--- config.mk ---
export PLATFORM = sky130hd
export DESIGN_NAME = aux_adc_control
export DESIGN_NICKNAME = d
export VERILOG_FILES = /design/src/logic/aux_adc_pkg.sv /design/src/logic/aux_adc_control.sv /design/src/logic/change_detect.sv /design/src/logic/period_timer.sv
export SDC_FILE = /design/constraint.sdc
export NUM_CORES = 1
export LEC_CHECK = 0
export BUFFER_PORTS_ARGS = -buffer_cell sky130_fd_sc_hd__buf_2
export CAP_MARGIN = 30
export CORE_AREA = 10 10 124 126
export DETAILED_ROUTE_END_ITERATION = 8
export DIE_AREA = 0 0 134 136
export PLACE_DENSITY = 0.78
export RECOVER_POWER = 100
export SYNTH_ARGS = -nofsm -noshare
export SYNTH_HDL_FRONTEND = slang
export SYNTH_SLANG_ARGS = --single-unit
--- constraint.sdc ---
create_clock -name clock -period 4.7 [get_ports clock]
set_clock_uncertainty 0.1 [all_clocks]
set_input_delay 0.94 -clock clock [delete_from_list [all_inputs] [get_ports clock]]
set_output_delay 0.94 -clock clock [all_outputs]
set_load 0.02 [all_outputs]
--- src/logic/aux_adc_pkg.sv ---
// constants and carrier types for the auxiliary converter control block
// assumes a byte-wide special function register bus on one system clock
// ----------------------------------------------------------------------
// Overview of operation
// ----------------------------------------------------------------------
package aux_adc_pkg;

    localparam logic [7:0] ADDR_TEMP_RESULT = 8'hD7;
    localparam logic [7:0] ADDR_START = 8'hD8;
    localparam logic [7:0] ADDR_BATT_RESULT = 8'hDF;
    localparam logic [7:0] ADDR_EXT_RESULT = 8'hEF;
    localparam logic [7:0] ADDR_DELTAS = 8'hF3;
    localparam logic [7:0] ADDR_BATT_THRESH = 8'hFA;
    localparam logic [7:0] ADDR_PERIOD = 8'hF9;

    localparam int BIT_BATT_START = 0;
    localparam int BIT_TEMP_START = 1;
    localparam int BIT_EXT_START = 2;
    localparam int BIT_PLL_ACK = 7;
    localparam int TEMP_DELTA_LSB = 3;
    localparam int EXT_DELTA_LSB = 0;
    localparam int TEMP_PERIOD_LSB = 0;

    localparam logic [7:0] START_MASK = 8'h07;
    localparam logic [7:0] DELTA_MASK = 8'h3F;
    localparam logic [7:0] PERIOD_MASK = 8'h03;
    localparam logic [7:0] RESET_BYTE = 8'h00;
    localparam logic [2:0] DELTA_OFF = 3'h0;
    localparam logic [2:0] DELTA_ALL = 3'h7;
    localparam logic [1:0] PERIOD_OFF = 2'h0;
    localparam logic [1:0] PERIOD_8MIN = 2'h1;
    localparam logic [1:0] PERIOD_2MIN = 2'h2;

    localparam longint CLOCK_HZ = 125000000;
    localparam longint MINUTE_S = 60;
    localparam longint PERIOD_8MIN_CYCLES = 8 * MINUTE_S * CLOCK_HZ;
    localparam longint PERIOD_2MIN_CYCLES = 2 * MINUTE_S * CLOCK_HZ;
    localparam longint PERIOD_1MIN_CYCLES = 1 * MINUTE_S * CLOCK_HZ;

    typedef struct packed {
        logic wr;
        logic rd;
        logic [7:0] addr;
        logic [7:0] wdata;
    } sfr_req_t;

    typedef struct packed {
        logic valid;
        logic [7:0] value;
    } conv_done_t;

endpackage : aux_adc_pkg

--- src/logic/aux_adc_control.sv ---
// register file and request/result control for three auxiliary converters
// assumes converters answer with accept and one-cycle done pulses
`timescale 1ns/1ps
`default_nettype none
module aux_adc_control #(
    parameter longint CYC_8MIN = aux_adc_pkg::PERIOD_8MIN_CYCLES,
    parameter longint CYC_2MIN = aux_adc_pkg::PERIOD_2MIN_CYCLES,
    parameter longint CYC_1MIN = aux_adc_pkg::PERIOD_1MIN_CYCLES
) (
    input wire logic clock,
    input wire logic resetn,
    input wire logic clock_en,
    input wire aux_adc_pkg::sfr_req_t special_function_register,
    output logic [7:0] sfr_rdata,
    input wire logic pll_lock_reset,
    input wire logic [2:0] conv_accept,
    input wire aux_adc_pkg::conv_done_t temp_done,
    input wire aux_adc_pkg::conv_done_t batt_done,
    input wire aux_adc_pkg::conv_done_t ext_done,
    output logic [2:0] conv_request,
    output logic temp_irq,
    output logic batt_irq,
    output logic ext_irq,
    output logic low_battery_flag,
    output logic pll_fault_flag
);
    typedef enum logic [1:0] {IDLE, SINGLE} track_t;

    logic [7:0] start_ff, nxt_start;
    logic [7:0] deltas_ff, nxt_deltas;
    logic [7:0] bthresh_ff, nxt_bthresh;
    logic [7:0] period_ff, nxt_period;
    logic [7:0] temp_res_ff, nxt_temp_res;
    logic [7:0] batt_res_ff, nxt_batt_res;
    logic [7:0] ext_res_ff, nxt_ext_res;
    logic [7:0] rdata_ff, nxt_rdata;
    logic pll_ff, nxt_pll;
    logic lowbat_ff, nxt_lowbat;
    logic tirq_ff, birq_ff, eirq_ff;
    logic nxt_tirq, nxt_birq, nxt_eirq;
    logic bg_req_ff, nxt_bg_req;
    track_t temp_trk_ff, nxt_temp_trk;
    track_t batt_trk_ff, nxt_batt_trk;
    track_t ext_trk_ff, nxt_ext_trk;
    logic bg_strobe;
    logic temp_chg, ext_chg;

    function automatic logic hit(input logic [7:0] a, input logic [7:0] b);
        hit = special_function_register.wr && (a == b);
    endfunction : hit

    // ------------------------------------------------------------------
    // helpers
    // ------------------------------------------------------------------
    period_timer #(
        .CYC_8MIN(CYC_8MIN),
        .CYC_2MIN(CYC_2MIN),
        .CYC_1MIN(CYC_1MIN)
    ) u_timer (
        .clock(clock),
        .resetn(resetn),
        .enable(clock_en),
        .period(period_ff[aux_adc_pkg::TEMP_PERIOD_LSB +: 2]),
        .strobe(bg_strobe)
    );

    change_detect u_temp (
        .clock(clock),
        .resetn(resetn),
        .enable(clock_en),
        .delta(deltas_ff[aux_adc_pkg::TEMP_DELTA_LSB +: 3]),
        .force_irq(temp_trk_ff == SINGLE),
        .done(temp_done),
        .irq(temp_chg)
    );

    change_detect u_ext (
        .clock(clock),
        .resetn(resetn),
        .enable(clock_en),
        .delta(deltas_ff[aux_adc_pkg::EXT_DELTA_LSB +: 3]),
        .force_irq(ext_trk_ff == SINGLE),
        .done(ext_done),
        .irq(ext_chg)
    );

    // ------------------------------------------------------------------
    // register writes and start bits
    // ------------------------------------------------------------------
    always_comb
    begin
        nxt_start = start_ff;
        nxt_deltas = deltas_ff;
        nxt_bthresh = bthresh_ff;
        nxt_period = period_ff;
        nxt_pll = pll_ff;
        nxt_bg_req = bg_req_ff;
        if (hit(special_function_register.addr, aux_adc_pkg::ADDR_DELTAS))
            nxt_deltas = special_function_register.wdata & aux_adc_pkg::DELTA_MASK;
        if (hit(special_function_register.addr, aux_adc_pkg::ADDR_BATT_THRESH))
            nxt_bthresh = special_function_register.wdata;
        if (hit(special_function_register.addr, aux_adc_pkg::ADDR_PERIOD))
            nxt_period = special_function_register.wdata & aux_adc_pkg::PERIOD_MASK;
        if (conv_accept[aux_adc_pkg::BIT_EXT_START])
            nxt_start[aux_adc_pkg::BIT_EXT_START] = 1'b0;
        if (conv_accept[aux_adc_pkg::BIT_TEMP_START])
            nxt_start[aux_adc_pkg::BIT_TEMP_START] = 1'b0;
        if (conv_accept[aux_adc_pkg::BIT_BATT_START])
            nxt_start[aux_adc_pkg::BIT_BATT_START] = 1'b0;
        // a fresh start write wins over the accept of the last request
        if (hit(special_function_register.addr, aux_adc_pkg::ADDR_START))
            nxt_start = nxt_start | (special_function_register.wdata & aux_adc_pkg::START_MASK);
        if (bg_strobe)
            nxt_bg_req = 1'b1;
        else if (conv_accept[aux_adc_pkg::BIT_TEMP_START])
            nxt_bg_req = 1'b0;
        if (hit(special_function_register.addr, aux_adc_pkg::ADDR_START)
            && special_function_register.wdata[aux_adc_pkg::BIT_PLL_ACK])
            nxt_pll = 1'b0;
        if (pll_lock_reset)
            nxt_pll = 1'b1;
    end

    always_ff @(posedge clock)
    begin
        if (!resetn)
        begin
            start_ff <= aux_adc_pkg::RESET_BYTE;
            deltas_ff <= aux_adc_pkg::RESET_BYTE;
            bthresh_ff <= aux_adc_pkg::RESET_BYTE;
            period_ff <= aux_adc_pkg::RESET_BYTE;
            bg_req_ff <= 1'b0;
        end
        else if (clock_en)
        begin
            start_ff <= nxt_start;
            deltas_ff <= nxt_deltas;
            bthresh_ff <= nxt_bthresh;
            period_ff <= nxt_period;
            bg_req_ff <= nxt_bg_req;
        end
    end

    // pll fault survives the core reset it was caused by
    always_ff @(posedge clock)
    begin
        if (clock_en || pll_lock_reset)
            pll_ff <= nxt_pll;
    end

    // ------------------------------------------------------------------
    // single conversion tracking
    // ------------------------------------------------------------------
    always_comb
    begin
        nxt_temp_trk = temp_trk_ff;
        nxt_batt_trk = batt_trk_ff;
        nxt_ext_trk = ext_trk_ff;
        if (temp_done.valid)
            nxt_temp_trk = IDLE;
        if (start_ff[aux_adc_pkg::BIT_TEMP_START]
            && conv_accept[aux_adc_pkg::BIT_TEMP_START])
            nxt_temp_trk = SINGLE;
        if (batt_done.valid)
            nxt_batt_trk = IDLE;
        if (start_ff[aux_adc_pkg::BIT_BATT_START]
            && conv_accept[aux_adc_pkg::BIT_BATT_START])
            nxt_batt_trk = SINGLE;
        if (ext_done.valid)
            nxt_ext_trk = IDLE;
        if (start_ff[aux_adc_pkg::BIT_EXT_START]
            && conv_accept[aux_adc_pkg::BIT_EXT_START])
            nxt_ext_trk = SINGLE;
    end

    // ------------------------------------------------------------------
    // results, flags and interrupts
    // ------------------------------------------------------------------
    always_comb
    begin
        nxt_tirq = temp_chg;
        nxt_eirq = ext_chg;
        nxt_birq = batt_done.valid
            && (batt_done.value < bthresh_ff || batt_trk_ff == SINGLE);
        nxt_temp_res = temp_chg ? temp_done.value : temp_res_ff;
        nxt_ext_res = ext_chg ? ext_done.value : ext_res_ff;
        nxt_batt_res = nxt_birq ? batt_done.value : batt_res_ff;
        nxt_lowbat = lowbat_ff;
        if (batt_done.valid && batt_done.value < bthresh_ff)
            nxt_lowbat = 1'b1;
        else if (batt_done.valid)
            nxt_lowbat = 1'b0;
        nxt_rdata = aux_adc_pkg::RESET_BYTE;
        if (special_function_register.rd)
        begin
            unique case (special_function_register.addr)
                aux_adc_pkg::ADDR_TEMP_RESULT: nxt_rdata = temp_res_ff;
                aux_adc_pkg::ADDR_START:
                    nxt_rdata = start_ff & aux_adc_pkg::START_MASK;
                aux_adc_pkg::ADDR_BATT_RESULT: nxt_rdata = batt_res_ff;
                aux_adc_pkg::ADDR_EXT_RESULT: nxt_rdata = ext_res_ff;
                aux_adc_pkg::ADDR_DELTAS: nxt_rdata = deltas_ff;
                aux_adc_pkg::ADDR_BATT_THRESH: nxt_rdata = bthresh_ff;
                aux_adc_pkg::ADDR_PERIOD: nxt_rdata = period_ff;
                default: nxt_rdata = aux_adc_pkg::RESET_BYTE;
            endcase
        end
    end

    always_ff @(posedge clock)
    begin
        if (!resetn)
        begin
            temp_res_ff <= aux_adc_pkg::RESET_BYTE;
            batt_res_ff <= aux_adc_pkg::RESET_BYTE;
            ext_res_ff <= aux_adc_pkg::RESET_BYTE;
            rdata_ff <= aux_adc_pkg::RESET_BYTE;
            lowbat_ff <= 1'b0;
            tirq_ff <= 1'b0;
            birq_ff <= 1'b0;
            eirq_ff <= 1'b0;
            temp_trk_ff <= IDLE;
            batt_trk_ff <= IDLE;
            ext_trk_ff <= IDLE;
        end
        else if (clock_en)
        begin
            temp_res_ff <= nxt_temp_res;
            batt_res_ff <= nxt_batt_res;
            ext_res_ff <= nxt_ext_res;
            rdata_ff <= nxt_rdata;
            lowbat_ff <= nxt_lowbat;
            tirq_ff <= nxt_tirq;
            birq_ff <= nxt_birq;
            eirq_ff <= nxt_eirq;
            temp_trk_ff <= nxt_temp_trk;
            batt_trk_ff <= nxt_batt_trk;
            ext_trk_ff <= nxt_ext_trk;
        end
    end

    assign sfr_rdata = rdata_ff;
    assign conv_request = {start_ff[aux_adc_pkg::BIT_EXT_START],
                           start_ff[aux_adc_pkg::BIT_TEMP_START]
                           | bg_req_ff,
                           start_ff[aux_adc_pkg::BIT_BATT_START]};
    assign temp_irq = tirq_ff;
    assign batt_irq = birq_ff;
    assign ext_irq = eirq_ff;
    assign low_battery_flag = lowbat_ff;
    assign pll_fault_flag = pll_ff;

    // ------------------------------------------------------------------
    // checks
    // ------------------------------------------------------------------
    a_temp_start_clear: assert property (
        @(posedge clock) disable iff (!resetn)
        clock_en && conv_accept[aux_adc_pkg::BIT_TEMP_START]
        && !hit(special_function_register.addr, aux_adc_pkg::ADDR_START)
        |=> !start_ff[aux_adc_pkg::BIT_TEMP_START])
        else $error("temperature start bit not cleared");
    a_ext_start_clear: assert property (
        @(posedge clock) disable iff (!resetn)
        clock_en && conv_accept[aux_adc_pkg::BIT_EXT_START]
        && !hit(special_function_register.addr, aux_adc_pkg::ADDR_START)
        |=> !start_ff[aux_adc_pkg::BIT_EXT_START])
        else $error("voltage start bit not cleared");
    a_batt_start_clear: assert property (
        @(posedge clock) disable iff (!resetn)
        clock_en && conv_accept[aux_adc_pkg::BIT_BATT_START]
        && !hit(special_function_register.addr, aux_adc_pkg::ADDR_START)
        |=> !start_ff[aux_adc_pkg::BIT_BATT_START])
        else $error("battery start bit not cleared");
    a_pll_ack_clear: assert property (
        @(posedge clock) disable iff (!resetn)
        clock_en && hit(special_function_register.addr, aux_adc_pkg::ADDR_START)
        && special_function_register.wdata[aux_adc_pkg::BIT_PLL_ACK] && !pll_lock_reset
        |=> !pll_fault_flag)
        else $error("pll fault not acknowledged");
    a_pll_fault_set: assert property (
        @(posedge clock) pll_lock_reset |=> pll_fault_flag)
        else $error("pll fault not set");
    a_batt_low_irq: assert property (
        @(posedge clock) disable iff (!resetn)
        clock_en && batt_done.valid && batt_done.value < bthresh_ff
        |=> batt_irq && low_battery_flag)
        else $error("low battery not flagged");
    a_low_batt_clear: assert property (
        @(posedge clock) disable iff (!resetn)
        clock_en && batt_done.valid && !(batt_done.value < bthresh_ff)
        |=> !low_battery_flag)
        else $error("low battery flag not cleared");
    a_temp_result_hold: assert property (
        @(posedge clock) disable iff (!resetn)
        !temp_irq |-> $stable(temp_res_ff) || $past(!resetn))
        else $error("temperature result changed without interrupt");
    a_batt_result_hold: assert property (
        @(posedge clock) disable iff (!resetn)
        !batt_irq |-> $stable(batt_res_ff) || $past(!resetn))
        else $error("battery result changed without interrupt");
    a_ext_result_hold: assert property (
        @(posedge clock) disable iff (!resetn)
        !ext_irq |-> $stable(ext_res_ff) || $past(!resetn))
        else $error("voltage result changed without interrupt");
    a_single_temp_irq: assert property (
        @(posedge clock) disable iff (!resetn)
        clock_en && temp_trk_ff == SINGLE && temp_done.valid
        |=> temp_irq && temp_res_ff == $past(temp_done.value))
        else $error("single temperature conversion did not interrupt");
    a_ext_single_irq: assert property (
        @(posedge clock) disable iff (!resetn)
        clock_en && ext_trk_ff == SINGLE && ext_done.valid
        |=> ext_irq && ext_res_ff == $past(ext_done.value))
        else $error("single voltage conversion did not interrupt");
    a_bg_request_set: assert property (
        @(posedge clock) disable iff (!resetn)
        clock_en && bg_strobe
        |=> conv_request[aux_adc_pkg::BIT_TEMP_START])
        else $error("background temperature request not raised");
endmodule : aux_adc_control
`default_nettype wire

--- src/logic/change_detect.sv ---
// change detector: compares a fresh result with the last interrupting one
// assumes done pulses last one cycle and the delta code is stable
`timescale 1ns/1ps
`default_nettype none
module change_detect (
    input wire logic clock,
    input wire logic resetn,
    input wire logic enable,
    input wire logic [2:0] delta,
    input wire logic force_irq,
    input wire aux_adc_pkg::conv_done_t done,
    output logic irq
);
    logic [7:0] last_ff;
    logic [7:0] nxt_last;
    logic [7:0] diff;

    // ------------------------------------------------------------------
    // compare
    // ------------------------------------------------------------------
    always_comb
    begin
        diff = (done.value > last_ff) ? done.value - last_ff
                                      : last_ff - done.value;
        irq = 1'b0;
        if (done.valid)
        begin
            if (force_irq || delta == aux_adc_pkg::DELTA_ALL)
                irq = 1'b1;
            else if (delta != aux_adc_pkg::DELTA_OFF)
                irq = diff > {5'h00, delta};
        end
        nxt_last = irq ? done.value : last_ff;
    end

    always_ff @(posedge clock)
    begin
        if (!resetn)
            last_ff <= aux_adc_pkg::RESET_BYTE;
        else if (enable)
            last_ff <= nxt_last;
    end
endmodule : change_detect
`default_nettype wire

--- src/logic/period_timer.sv ---
// background strobe timer for periodic temperature conversions
// assumes the period code comes straight from a register
`timescale 1ns/1ps
`default_nettype none
module period_timer #(
    parameter longint CYC_8MIN = aux_adc_pkg::PERIOD_8MIN_CYCLES,
    parameter longint CYC_2MIN = aux_adc_pkg::PERIOD_2MIN_CYCLES,
    parameter longint CYC_1MIN = aux_adc_pkg::PERIOD_1MIN_CYCLES
) (
    input wire logic clock,
    input wire logic resetn,
    input wire logic enable,
    input wire logic [1:0] period,
    output logic strobe
);
    logic [35:0] count_ff;
    logic [35:0] nxt_count;
    logic [35:0] limit;

    // ------------------------------------------------------------------
    // interval count
    // ------------------------------------------------------------------
    always_comb
    begin
        unique case (period)
            aux_adc_pkg::PERIOD_8MIN: limit = 36'(CYC_8MIN - 1);
            aux_adc_pkg::PERIOD_2MIN: limit = 36'(CYC_2MIN - 1);
            default: limit = 36'(CYC_1MIN - 1);
        endcase
        strobe = 1'b0;
        nxt_count = count_ff + 36'h1;
        if (period == aux_adc_pkg::PERIOD_OFF)
            nxt_count = 36'h0;
        else if (count_ff >= limit)
        begin
            strobe = 1'b1;
            nxt_count = 36'h0;
        end
    end

    always_ff @(posedge clock)
    begin
        if (!resetn)
            count_ff <= 36'h0;
        else if (enable)
            count_ff <= nxt_count;
    end
endmodule : period_timer
`default_nettype wire

### Word-level counts from Yosys, hierarchy flattened

Index checks and enable logic that the tools add are counted.

* bits in registers: 104
* output and inout port bits: 16
* input bits: 52
* word-level logic and storage cells: 112

* reductions and logical operators: 36
* muxes and demuxes: 30
* equal/unequal tests: 14
* magnitude comparators: 6
* add/sub/neg operators: 5
* bitwise operators: 2

Operators with widths (number)
* 36-bit two-way mux: 2
* 36-bit one-hot mux with 2 select lines: 1
* 8-bit == test (second input constant): 7
* 8-bit one-hot mux with 7 select lines: 1
* 36-bit by 1-bit adder with 36-bit output (second input constant): 1
* 36-bit >= comparator: 1
* 8-bit subtractor: 4
* 2-bit AND reduction: 13
* 8-bit two-way mux: 3
* 8-bit by 3-bit greater-than comparator with 1-bit output: 2
* 8-bit greater-than comparator: 2
* 1-bit two-way mux: 16
* 2-bit two-way mux: 6
* 2-bit nonzero test: 6
* 1-bit logical AND: 10
* 2-bit by 1-bit == test with 1-bit output (second input constant): 4
* 8-bit less-than comparator: 1
* 8-bit by 3-bit OR with 8-bit output: 1
* 3-bit == test (second input constant): 2
* 3-bit nonzero test: 2
* 1-bit logical OR: 4
* 3-bit two-way mux: 1
* 2-bit == test (second input constant): 1
* 2-bit logical NOT: 1
* 1-bit OR: 1

### Depth between registers and ports, before layout

* word-level depth: 7
* depth in mapped cells: 20
* gate-level depth less buffers: 19

### By module

A second synthesis with hierarchy kept.

* cells, all modules: 971
* area total of the unflattened synthesis: 7893.8 um^2

By module, submodules not included
* aux_adc_control: instances 1, area each 2974.1 um^2, cells an instance 346
* period_timer: instances 1, area each 2519.9 um^2, cells an instance 326
* change_detect at u_ext: instances 1, area each 1202.4 um^2, cells an instance 149
* change_detect at u_temp: instances 1, area each 1197.4 um^2, cells an instance 150

### Worst setup path after synthesis

No wires, ideal clock.

* kind: input to register
* start point: input ext_done[0] (netlist bit)
* end point: register eirq_ff (netlist: ext_irq)
* required time: 4.485 ns
* cell stages on the path: 19
* data arrival time: 4.597 ns
* slack: -0.111 ns
* path buffers: 1
* cells stage by stage: inv_1 -> ha_1 -> inv_1 -> fa_1 -> a21oi_1 -> o21bai_1 -> nand3_1 -> a31o_2 -> mux2_2 -> ha_1 -> nor2b_1 -> o21ai_0 -> a32oi_1 -> or4_1 -> or4_1 -> a221oi_2 -> a211oi_1 -> buf_6 -> o21a_1

* longest elaborated chain between the ends: 6
* elaborated cells on any way between the ends: 8
* those cells by class: add/sub: 2; order compare: 2; mux: 4

RTL lines
* start, declared: RTL line aux_adc_control.sv:19 `input wire aux_adc_pkg::conv_done_t ext_done,`
* 8-bit subtractor, or another cell as far along: RTL line change_detect.sv:24 `: last_ff - done.value;`
* 8-bit two-way mux (*): RTL line change_detect.sv:23 `diff = (done.value > last_ff) ? done.value - last_ff`
* 8-bit by 3-bit greater-than comparator with 1-bit output (*): RTL line change_detect.sv:31 `irq = diff > {5'h00, delta};`
* 1-bit two-way mux (*): RTL line change_detect.sv:30 `else if (delta != aux_adc_pkg::DELTA_OFF)`
* 1-bit two-way mux (*): RTL line change_detect.sv:28 `if (force_irq || delta == aux_adc_pkg::DELTA_ALL)`
* 1-bit two-way mux (*): RTL line change_detect.sv:26 `if (done.valid)`
* end signal, assigned: RTL line aux_adc_control.sv:235 `eirq_ff <= nxt_eirq;`
* end, declared: RTL line aux_adc_control.sv:39 `logic tirq_ff, birq_ff, eirq_ff;`

Mark *: on every way between the ends. The rest lies on a longest branch, timed or not.
A chain may end at the register's enable or synchronous reset.

### Worst setup path in the final report

* start point: input temp_done[0] (netlist bit)
* end point: register tirq_ff (netlist: temp_irq)

* longest elaborated chain between the ends: 6
* elaborated cells on any way between the ends: 8
* those cells by class: add/sub: 2; order compare: 2; mux: 4

RTL lines
* start, declared: RTL line aux_adc_control.sv:17 `input wire aux_adc_pkg::conv_done_t temp_done,`
* 8-bit subtractor, or another cell as far along: RTL line change_detect.sv:24
* 8-bit two-way mux (*): RTL line change_detect.sv:23
* 8-bit by 3-bit greater-than comparator with 1-bit output (*): RTL line change_detect.sv:31
* 1-bit two-way mux (*): RTL line change_detect.sv:30
* 1-bit two-way mux (*): RTL line change_detect.sv:28
* 1-bit two-way mux (*): RTL line change_detect.sv:26
* end signal, assigned: RTL line aux_adc_control.sv:233 `tirq_ff <= nxt_tirq;`
* end, declared: RTL line aux_adc_control.sv:39

Marks and branches as above.

==> results.tsv <==
stage	metric	value	unit
yosys	netlist_top_cells_area	dfxtp_1 27%, ha_1 12%, mux2i_1 9.4%	
power	ir_drop	0.227	mV
yosys	synth_cells	852	
die	start_util	53.4	%
detailed_routing	drc_errors	0	
global_routing	gr-total-overflow	0	
sta	post-route-min-period	4530	ps
power	leakage	3.16	nW
die	die_h	136	µm
yosys	synth_nets	976	
sta	hold_viol	0	
cts	clk_pin_slew	60	ps
layout	final_common_cell	nand2_1	
place	portBuffers	67	
detailed_routing	dr_total_vias	6466	
cts	clockBufferDepth	2	
setup_path	critPathCaptureType	flip-flop	
global_routing	grt_max_degree	87	
die	core_area	13000	µm²
yosys	synth_top_area_share	27.4	%
power	p_per_area	219	nW/µm²
yosys	ys_seq_area_share	27.9	%
setup_path	crit_fanout	5	
sta	finalCritPeriodShare	96.3	%
layout	final_nets	1068	
place	gp_congestion	0.945	
detailed_routing	dr.pass1.iters	5	
layout	drive_above_1_share	15.3	%
cts	cts_max_level	3	
die	num_rows	42	
setup_path	critPathArrivalTime	4670	ps
setup_path	worstSetupPathType	in -> reg	
die	dieArea	18200	µm²
yosys	synth-seq-cells	96	
place	hpwl	13700	µm
min_path	whs_path_depth	2	
cts	clock_latency	350	ps
yosys	yosys.area.top_type	dfxtp_1	
layout	layout_common_cells	104 x nand2_1, 95 x dfxtp_1, 68 x inv_1	
detailed_routing	wl_per_cell	16.1	µm
setup_path	worst_setup_path_start_kind	input pin	
layout	syn_to_final_growth	16.6	%
global_routing	grt_pass1_vias	6047	
yosys	syn_area	6940	µm²
yosys	synth_cell_types	66	
sta	worst_pin_slew	1040	ps
cts	cts_sinks	96	
layout	final_cells	1125	
sta	slew_violations	0	
yosys	yosysWarnings	0	
run_status	status	complete, no violations	
min_path	hp-class	reg -> reg	
cts	cts-root-buf	clkbuf_16	
layout	final_area	8090	µm²
sta	max_freq	221	MHz
global_routing	grt_pass1_wl	29200	µm
global_routing	antenna_found_initial	0	
yosys	synth.avg_cell_area	8.14	µm²
layout	num_antenna_cells	0	
yosys	synth_edf_count	1	
run	max_cap_violations	0	
die	die_width	134	µm
cts	cts_buffers	9	
cts	ctsHoldBuffers	0	
sta	setup-tns-final	0	ps
detailed_routing	drt_iter0_drc	410	
sta	setup_viol	0	
place	place_inst	1103	
setup_path	critPathRequiredTime	4840	ps
detailed_routing	detail-route-antenna-nets	0	
yosys	async_flop_share	0	%
setup_path	reg2reg_depth	20	
detailed_routing	viasPerCell	5.75	
detailed_routing	wl	18100	µm
die	ios	68	
global_routing	grt_usage	19.1	%
yosys	synth_top_flop_cell	dfxtp_1	
cts	cts_tree	yes	
sta	slew_headroom	30.8	%
place	placed_area	7710	µm²
-- cell usage after synthesis (9+ instances only) --
master	n
a21o_1	17
ha_1	68
nand2_1	104
and3_1	9
nand2b_1	11
nor4_1	10
xnor2_1	9
o22ai_1	11
nor2b_1	41
mux2i_1	65
and2_1	9
or2_2	11
nor3_1	11
clkbuf_1	26
nor2_1	28
nand3_1	30
dfxtp_1	95
a221oi_1	10
o21ai_0	31
a21oi_1	44
inv_1	72
nand4_1	13
o21a_1	16
-- sequential cells by signal, indices dropped and copies added, names as in the netlist, 2 cells and up --
name / count
period_ff: 2
start_ff: 3
u_ext.last_ff: 8
deltas_ff: 6
bthresh_ff: 8
batt_res_ff: 8
sfr_rdata: 8
u_timer.count_ff: 36
u_temp.last_ff: 8
-- per-layer routing --
metal  vias up  GRT usage (%)  wire (µm)
li1       3220              -          -
met1      3019           23.8       8010
met2       194           32.4       8700
met3        33           3.99        998
met4         0           5.86        352
met5         -              0          0
-- logic make-up (layout without fill, tap and decap cells) --
group | count (synthesis) | in the layout | synth area share, %
AO/OA/AOI/OAI | 191 | 192 | 18.8
XOR/XNOR | 12 | 12 | 1.52
adder cells (fa/ha/maj) | 72 | 72 | 13.4
buffers and inverters | 112 | 208 | 6.40
flip-flops | 96 | 96 | 27.9
multiplexers | 68 | 68 | 9.87
AND/OR/NAND/NOR | 301 | 301 | 22.2
-- per-stage QoR --
stage | utilization [%] | setup WS (ps) | power (mW) | hold slack (ps)
after floorplan | - | -17.4 | 0.978 | 338
after global placement | 59.4 | -202 | 1.07 | 344
after detailed placement | 59.4 | -369 | 1.07 | 351
after CTS | 61.7 | 9.05 | 1.76 | 360
after global routing | 62.3 | -12.7 | 1.84 | 383
final | 62.3 | 175 | 1.77 | 360
-- path summary, 6_finish.rpt --
kind,start,to,slack (ps)
setup / recovery,temp_done[0],temp_irq,170
hold / removal,batt_res_ff[4],batt_res_ff[4],360
setup reg to reg,u_temp.last_ff[0],temp_irq,390
hold reg to reg,batt_res_ff[4],batt_res_ff[4],360
-- final cells by class --
type / count / area (µm²)
Inverter: 73 / 274
Clock inverter: 5 / 31.3
Timing Repair Buffer: 119 / 689
Multi-Input combinational cell: 645 / 4690
Tap cell: 176 / 220
Sequential cell: 96 / 1930
Fill cell: 1144 / 4890
Clock buffer: 11 / 253
-- critical path: stages --
cell	delay (ps)
buf_6	100
inv_2	60
ha_4	130
inv_2	40
fa_2	380
a21o_1	210
a221oi_2	270
nor2b_1	80
o21a_1	200
o22ai_2	200
buf_4	150
mux2i_1	220
xnor2_1	110
ha_1	320
o21a_1	110
o21ai_1	120
nand2_1	90
a31oi_1	150
nand4_1	110
o311a_1	390
buf_6	140
o21a_1	160
-- power by group --
part	internal [mW]	leakage [nW]	switching, mW
Clock	0.386	0.141	0.315
Combinational	0.115	2.25	0.134
Sequential	0.819	0.775	0.00201
Total	1.32	3.16	0.452
-- repair_timing --
item | 4_1_cts | 5_1_grt
gates cloned | 0 | 1
setup endpoints to repair | 2 | 18
setup buffers | 0 | 5
gates resized for setup | 2 | 24
pin swaps | 0 | 26
No activity file was read; power rests on OpenSTA's default activity.
